**src/i2cs_pkg.sv**
```systemverilog
package i2cs_pkg;
  // register indexes on the plain register port
  localparam logic [2:0] REG_STATUS = 3'h0;
  localparam logic [2:0] REG_CTRL1 = 3'h1;
  localparam logic [2:0] REG_CTRL2 = 3'h2;
  localparam logic [2:0] REG_BUFFER = 3'h3;
  localparam logic [2:0] REG_ADDRESS = 3'h4;
  // serial_status fields
  localparam int ST_SLEW = 7;
  localparam int ST_SMBUS = 6;
  // serial_control_two fields
  localparam int C2_GENERAL_CALL_ENABLE = 7;
  localparam int C2_ACKNOWLEDGE_STATUS = 6;
  localparam int C2_ACKNOWLEDGE_DATA = 5;
  localparam int C2_ACKNOWLEDGE_SEQUENCE_ENABLE = 4;
  localparam int C2_RECEIVE_ENABLE = 3;
  localparam int C2_PEN = 2;
  localparam int C2_REPEATED_START_ENABLE = 1;
  localparam int C2_SEN = 0;
  // mode_field codes
  localparam logic [3:0] MODE_SLV7 = 4'h6;
  localparam logic [3:0] MODE_SLV10 = 4'h7;
  localparam logic [3:0] MODE_MST = 4'h8;
  localparam logic [3:0] MODE_FWMST = 4'hb;
  localparam logic [3:0] MODE_SLV7_SP = 4'he;
  localparam logic [3:0] MODE_SLV10_SP = 4'hf;
  // reset values and fixed byte patterns
  localparam logic [7:0] RESET_BYTE = 8'h00;
  localparam logic [7:0] GEN_CALL_ADDR = 8'h00;
  localparam logic [4:0] TEN_BIT_PREFIX = 5'h1e;
  localparam logic [7:0] MASK_RW_ONLY = 8'h01;
  // bit counts: last bit index of each transfer kind, edges per byte
  localparam logic [3:0] LAST_TX = 4'h8;
  localparam logic [3:0] LAST_RX = 4'h7;
  localparam logic [3:0] LAST_ACK = 4'h0;
  localparam logic [3:0] BYTE_EDGES = 4'h8;
  // register port request
  typedef struct packed {
    logic [2:0] addr;
    logic [7:0] wdata;
    logic wr;
    logic rd;
  } i2cs_bus_req_type;
  typedef enum logic [2:0] {
    M_IDLE = 3'b000, M_START = 3'b001, M_XFER = 3'b011,
    M_RSTART = 3'b010, M_STOP = 3'b110
  } i2cs_mst_state_type;
  typedef enum logic [2:0] {
    S_IDLE = 3'b000, S_ADDR = 3'b001, S_ADDR_ACK = 3'b011, S_RX = 3'b010,
    S_RX_ACK = 3'b110, S_TX = 3'b111, S_TX_ACK = 3'b101
  } i2cs_slv_state_type;
  typedef enum logic [1:0] {
    XFER_TX = 2'b00, XFER_RX = 2'b01, XFER_ACK = 2'b11
  } i2cs_xfer_type;
endpackage

```
**src/i2cs_port.sv**
```systemverilog
// Local design decisions: the register offsets and the address-and-strobe port.
`timescale 1ns/1ps
module i2cs_port
  import i2cs_pkg::*;
(
  input wire logic clk_in,
  input wire logic rst_in,
  input wire i2cs_bus_req_type bus_in,
  output logic [7:0] rdata_out,
  input wire logic scl_in,
  output logic scl_out,
  output logic scl_oe_out,
  input wire logic sda_in,
  output logic sda_out,
  output logic sda_oe_out,
  output logic port_irq_out,
  output logic pins_owned_out,
  output logic slew_ctrl_out,
  output logic smbus_thr_out
);
  i2cs_mst_state_type mst_state;
  i2cs_slv_state_type slv_state;
  i2cs_xfer_type kind_reg;
  logic slew_reg, smbus_reg, data_addr_reg, stop_seen_reg, start_seen_reg;
  logic rw_reg, ua_reg, bf_reg, write_collision_flag_reg, ov_reg, en_reg, ckp_reg;
  logic [3:0] mode_reg;
  logic [7:0] c2_reg, buf_reg, sr_reg, add_reg, rdata_reg;
  logic scl_s1, scl_s2, scl_s3, sda_s1, sda_s2, sda_s3;
  logic scl_low_reg, sda_low_reg, irq_reg, pin_level_reg;
  logic hold_reg, slv_ack_reg, low_wait_reg, ten_full_reg;
  logic [1:0] q_reg;
  logic [3:0] bit_cnt_reg, sbit_reg;
  logic [6:0] brg_cnt_reg;
  logic is_master, slave_on, ten_bit, sp_irq, mst_busy, mst_active;
  logic wr_buf, rd_buf, slv_shifting, stall, brg_tick, out_bit;
  logic [3:0] last_bit;
  logic scl_rise, scl_fall, start_det, stop_det;
  logic hit_gc, hit7, hit_hi, hit_lo, slv_hit, rx_free;

  // masked compare: a set mask bit makes that position a don't-care
  function automatic logic addr_hit(input logic [7:0] rx, input logic [7:0] own,
                                    input logic [7:0] msk);
    addr_hit = ((rx ^ own) & ~msk) == 8'h00;
  endfunction

  // mode decode
  assign is_master = en_reg && (mode_reg == MODE_MST || mode_reg == MODE_FWMST);
  assign slave_on = en_reg && (mode_reg == MODE_SLV7 || mode_reg == MODE_SLV10 ||
                    mode_reg == MODE_SLV7_SP || mode_reg == MODE_SLV10_SP);
  assign ten_bit = mode_reg[0];
  assign sp_irq = mode_reg == MODE_SLV7_SP || mode_reg == MODE_SLV10_SP;
  assign mst_busy = mst_state != M_IDLE;
  // any pending sequence bit also counts as busy: no spooling of requests
  assign mst_active = mst_busy || (|c2_reg[C2_ACKNOWLEDGE_SEQUENCE_ENABLE:C2_SEN]) || rw_reg;
  assign wr_buf = bus_in.wr && bus_in.addr == REG_BUFFER;
  assign rd_buf = bus_in.rd && bus_in.addr == REG_BUFFER;
  assign slv_shifting = (slv_state == S_TX && sbit_reg != 4'h0) || slv_state == S_TX_ACK;
  assign rx_free = !bf_reg && !ov_reg;

  // bus condition detection on synchronised lines only
  assign scl_rise = scl_s2 && !scl_s3;
  assign scl_fall = !scl_s2 && scl_s3;
  assign start_det = scl_s2 && scl_s3 && sda_s3 && !sda_s2;
  assign stop_det = scl_s2 && scl_s3 && !sda_s3 && sda_s2;

  // address matching
  assign hit_gc = c2_reg[C2_GENERAL_CALL_ENABLE] && sr_reg == GEN_CALL_ADDR;
  assign hit7 = addr_hit(sr_reg, add_reg, {2'b00, c2_reg[5:1], 1'b1});
  assign hit_hi = sr_reg[7:3] == TEN_BIT_PREFIX && addr_hit(sr_reg, add_reg, MASK_RW_ONLY);
  assign hit_lo = addr_hit(sr_reg, add_reg, {2'b00, c2_reg[5:1], c2_reg[1]});
  always_comb
  begin
    if (!ten_bit)
      slv_hit = hit_gc || hit7;
    else if (low_wait_reg)
      slv_hit = hit_gc || hit_lo;
    else
      slv_hit = hit_gc || (hit_hi && (!sr_reg[0] || ten_full_reg));
  end

  // master bit value and length of each transfer kind
  always_comb
  begin
    unique case (kind_reg)
      XFER_TX:
      begin
        out_bit = bit_cnt_reg == LAST_TX ? 1'b1 : sr_reg[7];
        last_bit = LAST_TX;
      end
      XFER_RX:
      begin
        out_bit = 1'b1;
        last_bit = LAST_RX;
      end
      default:
      begin
        out_bit = c2_reg[C2_ACKNOWLEDGE_DATA];
        last_bit = LAST_ACK;
      end
    endcase
  end

  // a slave holding the clock low stalls the baud generator
  assign stall = mst_busy && !scl_low_reg && !scl_s2;
  assign brg_tick = mst_busy && !stall && brg_cnt_reg == 7'h00;

  // two-stage pin synchronisers, third stage for edge detection
  always_ff @(posedge clk_in or posedge rst_in)
  begin
    if (rst_in)
    begin
      {scl_s1, scl_s2, scl_s3} <= 3'h7;
      {sda_s1, sda_s2, sda_s3} <= 3'h7;
    end
    else
    begin
      {scl_s3, scl_s2, scl_s1} <= {scl_s2, scl_s1, scl_in};
      {sda_s3, sda_s2, sda_s1} <= {sda_s2, sda_s1, sda_in};
    end
  end

  // baud generator: one quarter bit every reload plus one clocks
  always_ff @(posedge clk_in or posedge rst_in)
  begin
    if (rst_in)
      brg_cnt_reg <= 7'h00;
    else if (!mst_busy || brg_tick)
      brg_cnt_reg <= add_reg[6:0];
    else if (!stall)
      brg_cnt_reg <= brg_cnt_reg - 7'h01;
  end

  // read data stand for exactly one cycle after the strobe
  always_ff @(posedge clk_in or posedge rst_in)
  begin
    if (rst_in)
      rdata_reg <= RESET_BYTE;
    else if (bus_in.rd)
    begin
      case (bus_in.addr)
        REG_STATUS: rdata_reg <= {slew_reg, smbus_reg, data_addr_reg, stop_seen_reg,
                                  start_seen_reg, rw_reg, ua_reg, bf_reg};
        REG_CTRL1: rdata_reg <= {write_collision_flag_reg, ov_reg, en_reg, ckp_reg, mode_reg};
        REG_CTRL2: rdata_reg <= c2_reg;
        REG_BUFFER: rdata_reg <= buf_reg;
        REG_ADDRESS: rdata_reg <= add_reg;
        default: rdata_reg <= RESET_BYTE;
      endcase
    end
    else
      rdata_reg <= RESET_BYTE;
  end

  // main engine; hardware sets come after software writes so sets win
  always_ff @(posedge clk_in or posedge rst_in)
  begin
    if (rst_in)
    begin
      {slew_reg, smbus_reg, data_addr_reg, stop_seen_reg, start_seen_reg} <= 5'h00;
      {rw_reg, ua_reg, bf_reg, write_collision_flag_reg, ov_reg, en_reg, ckp_reg} <= 7'h00;
      mode_reg <= 4'h0;
      c2_reg <= RESET_BYTE;
      buf_reg <= RESET_BYTE;
      sr_reg <= RESET_BYTE;
      add_reg <= RESET_BYTE;
      {scl_low_reg, sda_low_reg, irq_reg, pin_level_reg} <= 4'h0;
      {hold_reg, slv_ack_reg, low_wait_reg, ten_full_reg} <= 4'h0;
      mst_state <= M_IDLE;
      slv_state <= S_IDLE;
      kind_reg <= XFER_TX;
      q_reg <= 2'h0;
      bit_cnt_reg <= 4'h0;
      sbit_reg <= 4'h0;
    end
    else
    begin
      irq_reg <= 1'b0;
      pin_level_reg <= 1'b0;
      // software writes
      if (bus_in.wr)
      begin
        case (bus_in.addr)
          REG_STATUS: {slew_reg, smbus_reg} <= bus_in.wdata[7:6];
          REG_CTRL1:
          begin
            {write_collision_flag_reg, ov_reg} <= bus_in.wdata[7:6];
            en_reg <= bus_in.wdata[5];
            ckp_reg <= bus_in.wdata[4];
            mode_reg <= bus_in.wdata[3:0];
          end
          REG_CTRL2:
          begin
            c2_reg[C2_GENERAL_CALL_ENABLE] <= bus_in.wdata[C2_GENERAL_CALL_ENABLE];
            c2_reg[C2_ACKNOWLEDGE_DATA] <= bus_in.wdata[C2_ACKNOWLEDGE_DATA];
            if (!is_master || !mst_active)
              c2_reg[C2_ACKNOWLEDGE_SEQUENCE_ENABLE:C2_SEN] <= bus_in.wdata[C2_ACKNOWLEDGE_SEQUENCE_ENABLE:C2_SEN];
          end
          REG_BUFFER:
          begin
            if ((is_master && mst_active) || (slave_on && slv_shifting))
              write_collision_flag_reg <= 1'b1;
            else
            begin
              buf_reg <= bus_in.wdata;
              sr_reg <= bus_in.wdata;
              bf_reg <= 1'b1;
              if (is_master)
                rw_reg <= 1'b1;
            end
          end
          REG_ADDRESS:
          begin
            add_reg <= bus_in.wdata;
            ua_reg <= 1'b0;
          end
          default: ;
        endcase
      end
      if (rd_buf)
        bf_reg <= 1'b0;
      if (!en_reg)
      begin
        // disabled: pins go back to general use and the engines are cleared
        {scl_low_reg, sda_low_reg} <= 2'b00;
        {start_seen_reg, stop_seen_reg} <= 2'b00;
        {hold_reg, low_wait_reg, ten_full_reg} <= 3'h0;
        mst_state <= M_IDLE;
        slv_state <= S_IDLE;
        q_reg <= 2'h0;
      end
      else
      begin
        if (start_det)
        begin
          start_seen_reg <= 1'b1;
          stop_seen_reg <= 1'b0;
          if (sp_irq)
            irq_reg <= 1'b1;
        end
        if (stop_det)
        begin
          stop_seen_reg <= 1'b1;
          start_seen_reg <= 1'b0;
          if (sp_irq)
            irq_reg <= 1'b1;
        end
        if (is_master)
        begin
          slv_state <= S_IDLE;
          unique case (mst_state)
            M_IDLE:
            begin
              q_reg <= 2'h0;
              bit_cnt_reg <= 4'h0;
              if (c2_reg[C2_SEN])
                mst_state <= M_START;
              else if (c2_reg[C2_REPEATED_START_ENABLE])
                mst_state <= M_RSTART;
              else if (c2_reg[C2_PEN])
                mst_state <= M_STOP;
              else if (c2_reg[C2_RECEIVE_ENABLE])
              begin
                mst_state <= M_XFER;
                kind_reg <= XFER_RX;
              end
              else if (c2_reg[C2_ACKNOWLEDGE_SEQUENCE_ENABLE])
              begin
                mst_state <= M_XFER;
                kind_reg <= XFER_ACK;
              end
              else if (wr_buf && !mst_active)
              begin
                mst_state <= M_XFER;
                kind_reg <= XFER_TX;
              end
            end
            M_START:
              if (brg_tick)
              begin
                q_reg <= q_reg + 2'h1;
                if (q_reg == 2'h0)
                  sda_low_reg <= 1'b1;
                else
                begin
                  scl_low_reg <= 1'b1;
                  c2_reg[C2_SEN] <= 1'b0;
                  irq_reg <= 1'b1;
                  mst_state <= M_IDLE;
                end
              end
            M_RSTART:
              if (brg_tick)
              begin
                q_reg <= q_reg + 2'h1;
                unique case (q_reg)
                  2'h0: sda_low_reg <= 1'b0;
                  2'h1: scl_low_reg <= 1'b0;
                  2'h2: sda_low_reg <= 1'b1;
                  2'h3:
                  begin
                    scl_low_reg <= 1'b1;
                    c2_reg[C2_REPEATED_START_ENABLE] <= 1'b0;
                    irq_reg <= 1'b1;
                    mst_state <= M_IDLE;
                  end
                endcase
              end
            M_STOP:
              if (brg_tick)
              begin
                q_reg <= q_reg + 2'h1;
                if (q_reg == 2'h0)
                  sda_low_reg <= 1'b1;
                else if (q_reg == 2'h1)
                  scl_low_reg <= 1'b0;
                else
                begin
                  sda_low_reg <= 1'b0;
                  c2_reg[C2_PEN] <= 1'b0;
                  irq_reg <= 1'b1;
                  mst_state <= M_IDLE;
                end
              end
            M_XFER:
              if (brg_tick)
              begin
                q_reg <= q_reg + 2'h1;
                unique case (q_reg)
                  2'h0: sda_low_reg <= !out_bit;
                  2'h1: scl_low_reg <= 1'b0;
                  2'h2:
                  begin
                    if (kind_reg == XFER_RX)
                      sr_reg <= {sr_reg[6:0], sda_s2};
                    if (kind_reg == XFER_TX && bit_cnt_reg == LAST_TX)
                      c2_reg[C2_ACKNOWLEDGE_STATUS] <= sda_s2;
                  end
                  2'h3:
                  begin
                    scl_low_reg <= 1'b1;
                    if (kind_reg == XFER_TX)
                      sr_reg <= {sr_reg[6:0], 1'b0};
                    if (bit_cnt_reg != last_bit)
                      bit_cnt_reg <= bit_cnt_reg + 4'h1;
                    else
                    begin
                      sda_low_reg <= 1'b0;
                      irq_reg <= 1'b1;
                      mst_state <= M_IDLE;
                      if (kind_reg == XFER_TX)
                      begin
                        rw_reg <= 1'b0;
                        bf_reg <= 1'b0;
                      end
                      else if (kind_reg == XFER_RX)
                      begin
                        c2_reg[C2_RECEIVE_ENABLE] <= 1'b0;
                        bf_reg <= 1'b1;
                        if (bf_reg)
                          ov_reg <= 1'b1;
                        else
                          buf_reg <= sr_reg;
                      end
                      else
                        c2_reg[C2_ACKNOWLEDGE_SEQUENCE_ENABLE] <= 1'b0;
                    end
                  end
                endcase
              end
            default: mst_state <= M_IDLE;
          endcase
        end
        else if (slave_on)
        begin
          mst_state <= M_IDLE;
          // a stretch ends as soon as software sets the release bit
          if (ckp_reg)
            hold_reg <= 1'b0;
          scl_low_reg <= hold_reg && !ckp_reg;
          if (start_det)
          begin
            slv_state <= S_ADDR;
            sbit_reg <= 4'h0;
            rw_reg <= 1'b0;
            sda_low_reg <= 1'b0;
            hold_reg <= 1'b0;
          end
          else if (stop_det)
          begin
            slv_state <= S_IDLE;
            sbit_reg <= 4'h0;
            rw_reg <= 1'b0;
            sda_low_reg <= 1'b0;
            {hold_reg, low_wait_reg, ten_full_reg} <= 3'h0;
          end
          else
          begin
            unique case (slv_state)
              S_IDLE: sda_low_reg <= 1'b0;
              S_ADDR, S_RX:
              begin
                if (scl_rise)
                begin
                  sr_reg <= {sr_reg[6:0], sda_s2};
                  sbit_reg <= sbit_reg + 4'h1;
                end
                if (scl_fall && sbit_reg == BYTE_EDGES)
                begin
                  sbit_reg <= 4'h0;
                  if (slv_state == S_RX || slv_hit)
                  begin
                    slv_ack_reg <= rx_free;
                    sda_low_reg <= rx_free;
                    data_addr_reg <= slv_state == S_RX;
                    slv_state <= slv_state == S_RX ? S_RX_ACK : S_ADDR_ACK;
                    if (rx_free)
                    begin
                      buf_reg <= sr_reg;
                      bf_reg <= 1'b1;
                    end
                    else if (bf_reg)
                      ov_reg <= 1'b1;
                  end
                  else
                    slv_state <= S_IDLE;
                  if (slv_state == S_ADDR && slv_hit)
                  begin
                    rw_reg <= sr_reg[0] && !(ten_bit && low_wait_reg);
                    if (ten_bit && !hit_gc && low_wait_reg)
                    begin
                      ua_reg <= 1'b1;
                      low_wait_reg <= 1'b0;
                      ten_full_reg <= 1'b1;
                    end
                    else if (ten_bit && !hit_gc && !sr_reg[0])
                    begin
                      ua_reg <= 1'b1;
                      low_wait_reg <= 1'b1;
                    end
                  end
                end
              end
              S_ADDR_ACK, S_RX_ACK:
                if (scl_fall)
                begin
                  sda_low_reg <= 1'b0;
                  irq_reg <= 1'b1;
                  if (slv_state == S_ADDR_ACK && !slv_ack_reg)
                  begin
                    slv_state <= S_IDLE;
                    rw_reg <= 1'b0;
                  end
                  else if (slv_state == S_ADDR_ACK && rw_reg)
                  begin
                    slv_state <= S_TX;
                    ckp_reg <= 1'b0;
                    hold_reg <= 1'b1;
                  end
                  else if (low_wait_reg)
                    slv_state <= S_ADDR;
                  else
                  begin
                    slv_state <= S_RX;
                    if (c2_reg[C2_SEN])
                    begin
                      ckp_reg <= 1'b0;
                      hold_reg <= 1'b1;
                    end
                  end
                end
              S_TX:
              begin
                if (sbit_reg == 4'h0 && !scl_s2)
                  sda_low_reg <= !sr_reg[7];
                if (scl_rise)
                  sbit_reg <= sbit_reg + 4'h1;
                if (scl_fall && sbit_reg == BYTE_EDGES)
                begin
                  sda_low_reg <= 1'b0;
                  bf_reg <= 1'b0;
                  data_addr_reg <= 1'b1;
                  slv_state <= S_TX_ACK;
                end
                else if (scl_fall && sbit_reg != 4'h0)
                begin
                  sda_low_reg <= !sr_reg[6];
                  sr_reg <= {sr_reg[6:0], 1'b0};
                end
              end
              S_TX_ACK:
              begin
                if (scl_rise)
                  slv_ack_reg <= !sda_s2;
                if (scl_fall)
                begin
                  irq_reg <= 1'b1;
                  sbit_reg <= 4'h0;
                  if (slv_ack_reg)
                  begin
                    slv_state <= S_TX;
                    ckp_reg <= 1'b0;
                    hold_reg <= 1'b1;
                  end
                  else
                  begin
                    slv_state <= S_IDLE;
                    rw_reg <= 1'b0;
                  end
                end
              end
              default: slv_state <= S_IDLE;
            endcase
          end
        end
        else
        begin
          // reserved or other-protocol codes leave the pins released
          {scl_low_reg, sda_low_reg} <= 2'b00;
          mst_state <= M_IDLE;
          slv_state <= S_IDLE;
        end
      end
    end
  end

  // open-drain pins: level is always low, enable says when it is pulled
  assign scl_out = pin_level_reg;
  assign sda_out = pin_level_reg;
  assign scl_oe_out = scl_low_reg;
  assign sda_oe_out = sda_low_reg;
  assign port_irq_out = irq_reg;
  assign pins_owned_out = en_reg;
  assign slew_ctrl_out = slew_reg;
  assign smbus_thr_out = smbus_reg;
  assign rdata_out = rdata_reg;
endmodule // i2cs_port

```
**config.mk**
```make
export PLATFORM = sky130hd
export DESIGN_NAME = i2cs_port
export DESIGN_NICKNAME = d
export VERILOG_FILES = /design/src/i2cs_pkg.sv /design/src/i2cs_port.sv
export SDC_FILE = /design/constraint.sdc
export NUM_CORES = 1
export LEC_CHECK = 0
export BUFFER_PORTS_ARGS = -buffer_cell sky130_fd_sc_hd__buf_2
export CORE_MARGIN = 3
export CORE_UTILIZATION = 30
export CTS_BUF_LIST = sky130_fd_sc_hd__clkbuf_2
export CTS_CLUSTER_SIZE = 40
export DETAILED_ROUTE_END_ITERATION = 10
export MAX_ROUTING_LAYER = met4
export RECOVER_POWER = 50
export SYNTH_ARGS = -nofsm -noshare
export SYNTH_HDL_FRONTEND = slang
export SYNTH_SLANG_ARGS = --single-unit
```
**constraint.sdc**
```tcl
create_clock -name clk_in -period 7.4 [get_ports clk_in]
set_input_delay 0.37 -clock clk_in [delete_from_list [all_inputs] [get_ports clk_in]]
set_output_delay 0.37 -clock clk_in [all_outputs]
set_load 0.1 [all_outputs]
```
# == Yosys cells after proc, flatten, opt, wreduce, memory -nomap -nowiden ==
# Cells that the tools add are included.
# op_classes
n_eq_ne,79
shift,0
div_mod_pow,0
addsub,4
n_mul,0
n_bitwise,11
magnitude_cmp,0
n_mux,308
n_reduce_logical,115
# ops
op,n
2-to-1 mux 8 bit,35
2-to-1 mux 1 bit,190
2-to-1 mux 3 bit,32
"inequality test 4 bit, second input constant",13
case mux 8 bit (5 select lines),1
logical AND 1 bit,36
logical NOT 8 bit,4
2-to-1 mux 4 bit,8
case mux 8 bit (2 select lines),2
case mux 3 bit (5 select lines),2
"inequality test 7 bit, second input constant",4
2-to-1 mux 5 bit,5
"equality test 4 bit, second input constant",6
2-to-1 mux 2 bit,12
AND reduction 7 bit,3
"inequality test 5 bit, second input constant",4
case mux 1 bit (2 select lines),10
logical NOT 1 bit,19
"equality test 3 x 2 -> 1 bit, second input constant",6
AND reduction 9 bit,2
AND 8 bit,2
logical OR 1 bit,16
"inequality test 2 bit, second input constant",8
inverter 6 -> 8 bit,2
other kinds (49),95
# word_totals
romBits,0
ramBits,0
latchBits,0
ff_bits,94
elab_cells,557
inputBits,17
output_inout_bits,16
memories,0

# == Depth between registers and ports, before layout ==
# logic_depth
word_depth,20
mapped_depth,11
ltp_nobuf,9

# == Worst setup path after synthesis ==
# No wires, ideal clock.
# synth_path
path_kind,reg-to-reg
startpoint,register scl_low_reg (netlist: scl_oe_out)
endpoint,register buf_reg[1]
setup_slack_ns,4.405
t_required_ns,7.275
path_stages_with_launch,7
synth_period_minus_slack_ns,2.995
setup_ns,0.125
t_arrival_ns,2.870
path_cell_list,dfrtp_1 -> nor2_1 -> nor4_4 -> nand2_1 -> or4_4 -> o21ai_4 -> mux2_4
# synth_between
elab_chain_cells,10
# synth_lines
element,line_no,source
from (decl),i2cs_port.sv:29,"logic scl_low_reg, sda_low_reg, irq_reg, pin_level_reg;"
from (signal assigned),i2cs_port.sv:379,scl_low_reg <= hold_reg && !ckp_reg;
logical NOT 1 bit,i2cs_port.sv:104,assign stall = mst_busy && !scl_low_reg && !scl_s2;
logical AND 1 bit (2 in series),i2cs_port.sv:104,
logical NOT 1 bit,-,
logical AND 1 bit (2 in series),i2cs_port.sv:105,assign brg_tick = mst_busy && !stall && brg_cnt_reg == 7'h00;
2-to-1 mux 8 bit,i2cs_port.sv:325,if (brg_tick)
2-to-1 mux 8 bit,i2cs_port.sv:250,unique case (mst_state)
2-to-1 mux 8 bit,i2cs_port.sv:247,if (is_master)
2-to-1 mux 8 bit,i2cs_port.sv:221,if (!en_reg)
to (signal assigned),i2cs_port.sv:204,buf_reg <= bus_in.wdata;
to (signal assigned),i2cs_port.sv:362,buf_reg <= sr_reg;
to (signal assigned),i2cs_port.sv:418,buf_reg <= sr_reg;
to (decl),i2cs_port.sv:27,"logic [7:0] c2_reg, buf_reg, sr_reg, add_reg, rdata_reg;"
# No other way between the ends.
# A chain may end at the register's enable or synchronous reset.

==> results.py <==
metrics = {
    "run_status": {
        "status": "finished with violations",
        "violations": "max-capacitance violations, max-slew violations",
    },
    "global_route": {
        "grtUsageTotal_pct": 17.5,
        "antenna_found_initial": 0,
        "top_usage_layer": "met1",
        "grt_pass1_vias": 5027,
        "use_met2_pct": 24.7,
        "globalRouteOverflowTotal": 0,
        "grt_pass1_wl_um": 29500,
        "use_met1_pct": 24.8,
        "use_met3_pct": 4.39,
        "grt_max_degree": 50,
    },
    "synth": {
        "synth_area_leaders": "dfrtp_1, mux2_2, mux2i_1, o21ai_0, nand2_1",
        "netlist_area_mm2": 0.00618,
        "synth-simple-area-share_pct": 20.6,
        "yosys-top-cells-count": "dfrtp_1, nand2_1, nor2_1",
        "synth_fa_ha_area_share_pct": 2.19,
        "yosys_warnings": 0,
        "synth_top_family_by_area": "compound AO/OA/AOI/OAI gates",
        "yosys.area.top_type_share_pct": 35.7,
        "synth-seq-cells": 94,
        "ys.flop_type": "dfrtp_1",
        "seq_area_frac_synth_pct": 38.2,
        "yosys.area_share.xor_xnor_pct": 2.13,
        "synth_cell_types": 80,
        "yosysMostFrequentCell": "dfrtp_1",
        "synth_edf_count": 0,
        "syn_avg_cell_area_um2": 9.00,
        "syn_inst": 686,
        "yosys.area.top_type": "dfrtp_1",
        "synthMuxAreaShare_pct": 11.1,
        "synth_compound_area_share_pct": 21.0,
        "async_reset_ff_share_pct": 100,
    },
    "timing": {
        "slew_violations": 97,
        "setup-tns-final_ns": 0,
        "finalCriticalPeriod_ns": 4.02,
        "maxSlewHeadroom_pct": -83.5,
        "setup_viol": 0,
        "worst_slew_pin_slew_ns": 2.75,
        "fin_ws_ns": 3.38,
        "period_share_pct": 54.3,
        "rsz0062_at_grt": "no",
        "finalHoldViolCount": 0,
        "fmax_ghz": 0.249,
        "finalClockSkew_ns": 0.0451,
    },
    "clock_tree": {
        "cts_root_buffer": "clkbuf_2",
        "clockBufferDepth": 2,
        "cts_resized": 0,
        "holdBufCountCts": 4,
        "insertion_delay_ns": 0.65,
        "cts_setup_buffers": 0,
        "cts_tree": "yes",
        "numCtsBuffers": 9,
        "clk_pin_slew_ns": 0.28,
        "cts_max_level": 3,
        "clock_sinks": 94,
    },
    "die": {
        "start_util_pct": 31.1,
        "die_w_um": 149,
        "coreArea_mm2": 0.0198,
        "die_y_um": 149,
        "die_area_mm2": 0.0223,
        "num_rows": 51,
        "ioPinCount": 33,
    },
    "cells_and_area": {
        "drive_above_1_share_pct": 15.3,
        "layout.area.seq_mm2": 0.00236,
        "nets": 723,
        "multi_input_area_mm2": 0.00353,
        "diodes": 0,
        "n_fill_cell": 2050,
        "final_area_mm2": 0.00665,
        "final_util_pct": 33.5,
        "area_growth_pct": 7.64,
    },
    "placement": {
        "postPlaceCellArea_mm2": 0.00650,
        "dp_hpwl_um": 13500,
        "port_buffers": 30,
        "dp_slack_ns": 4.01,
        "globalplace.congestion": 0.914,
    },
    "routing": {
        "final_antenna_net_count": 0,
        "drt_pass1_iterations": 5,
        "drc": 0,
        "first_iter_violations": 582,
        "wl_per_cell_um": 19.4,
        "drt-vias-per-instance": 5.65,
        "wl_um": 18800,
        "dr_total_vias": 5462,
    },
    "worst_setup_path": {
        "worstReg2RegStart": "mst_state[1]$_DFFE_PP0P_",
        "r2r_slack_ns": 3.98,
        "worstSetupPathType": "input pin to asynchronous set/reset pin",
        "arrival_ns": 4.24,
        "endpoint_kind": "asynchronous set/reset pin",
        "reg2reg_to": "sr_reg[6]$_DFF_PP0_",
        "path_max_fanout": 49,
        "rr_worst_depth": 7,
        "worstPathRequired_ns": 7.62,
        "crit_path_start_kind": "input pin",
    },
    "power_and_ir_drop": {
        "p_leak_nw": 2.59,
        "p_total_mw": 1.48,
        "ir_drop_mv": 0.0706,
        "power_density_mw_per_mm2": 222,
    },
    "hold_path": {
        "hp-class": "input pin to register",
        "holdPathEnd": "rdata_out[1]$_DFF_PP0_",
        "min_from": "bus_in[0]",
        "min_path_cells": 2,
    },
    "run": {
        "drv_cap": 2,
    },
}
[cell usage in the layout (no fill, tap or decap), types with 13 or more instances in the layout]
master    n
dfrtp_1  88
inv_1    20
o22ai_1  18
mux2_2   30
buf_2    29
mux2i_1  26
nand2_1  63
a21oi_1  39
nor2_1   56
nand3_1  16
a22oi_1  18
nor2b_1  13
nor3_1   20
o21ai_0  50
[routing by layer]
layer  up-vias  part of all wire (%)
met1      2673                    47
met2       222                    43
met4         0                   2.5
li1       2534                     -
met3        33                   7.7
met5         -                     0
[through the flow]
stage,hold WS (ns),cells
3_3_place_gp,0.346,944
5_1_grt,0.0143,966
3_5_place_dp,0.347,944
2_1_floorplan,0.345,687
6_report,0.0416,966
4_1_cts,0.00313,964
[where the power goes]
group,switching [mW],internal (mW),leakage [nW]
Combinational,0.289,0.185,1.35
Clock,0.199,0.0486,0.0605
Sequential,0.153,0.601,1.18
Total,0.641,0.834,2.59
[logic make-up (layout without fill, tap and decap cells)]
family | Yosys count | after routing
buffers and inverters | 65 | 79
AOI/OAI and AO/OA | 194 | 194
and+or+nand+nor | 244 | 244
xor gates and xnor gates | 15 | 15
DFF | 94 | 94
adders and majority gates | 11 | 11
muxes | 62 | 62
other | 1 | 2
[worst max-delay path: stages]
cell and delay (ns):
dlygate4sd3_1 0.53, buf_2 0.12, clkinvlp_2 1.15, clkbuf_1 2.03
[how the worst max path moves through the flow]
stage | startpoint | to | cells after the start
final | rst_in | stop_seen_reg$_DFFE_PP0P_ | 4
after global routing | rst_in | stop_seen_reg$_DFFE_PP0P_ | 4
after CTS | mst_state[1]$_DFFE_PP0P_ | sr_reg[6]$_DFF_PP0_ | 7
after detailed placement | mst_state[1]$_DFFE_PP0P_ | sr_reg[6]$_DFF_PP0_ | 7
after global placement | mst_state[1]$_DFFE_PP0P_ | sr_reg[6]$_DFF_PP0_ | 7
after floorplan | scl_oe_out$_DFFE_PP0P_ | buf_reg[1]$_DFF_PP0_ | 6
[cell type report]
type	instances	area share, %
Tap cell	265	4.99
Multi-Input combinational cell	528	53.2
Sequential cell	94	35.5
Timing Repair Buffer	41	3.65
Clock inverter	6	0.696
Inverter	22	1.26
Clock buffer	10	0.753
(Power assumes the default switching activity.)
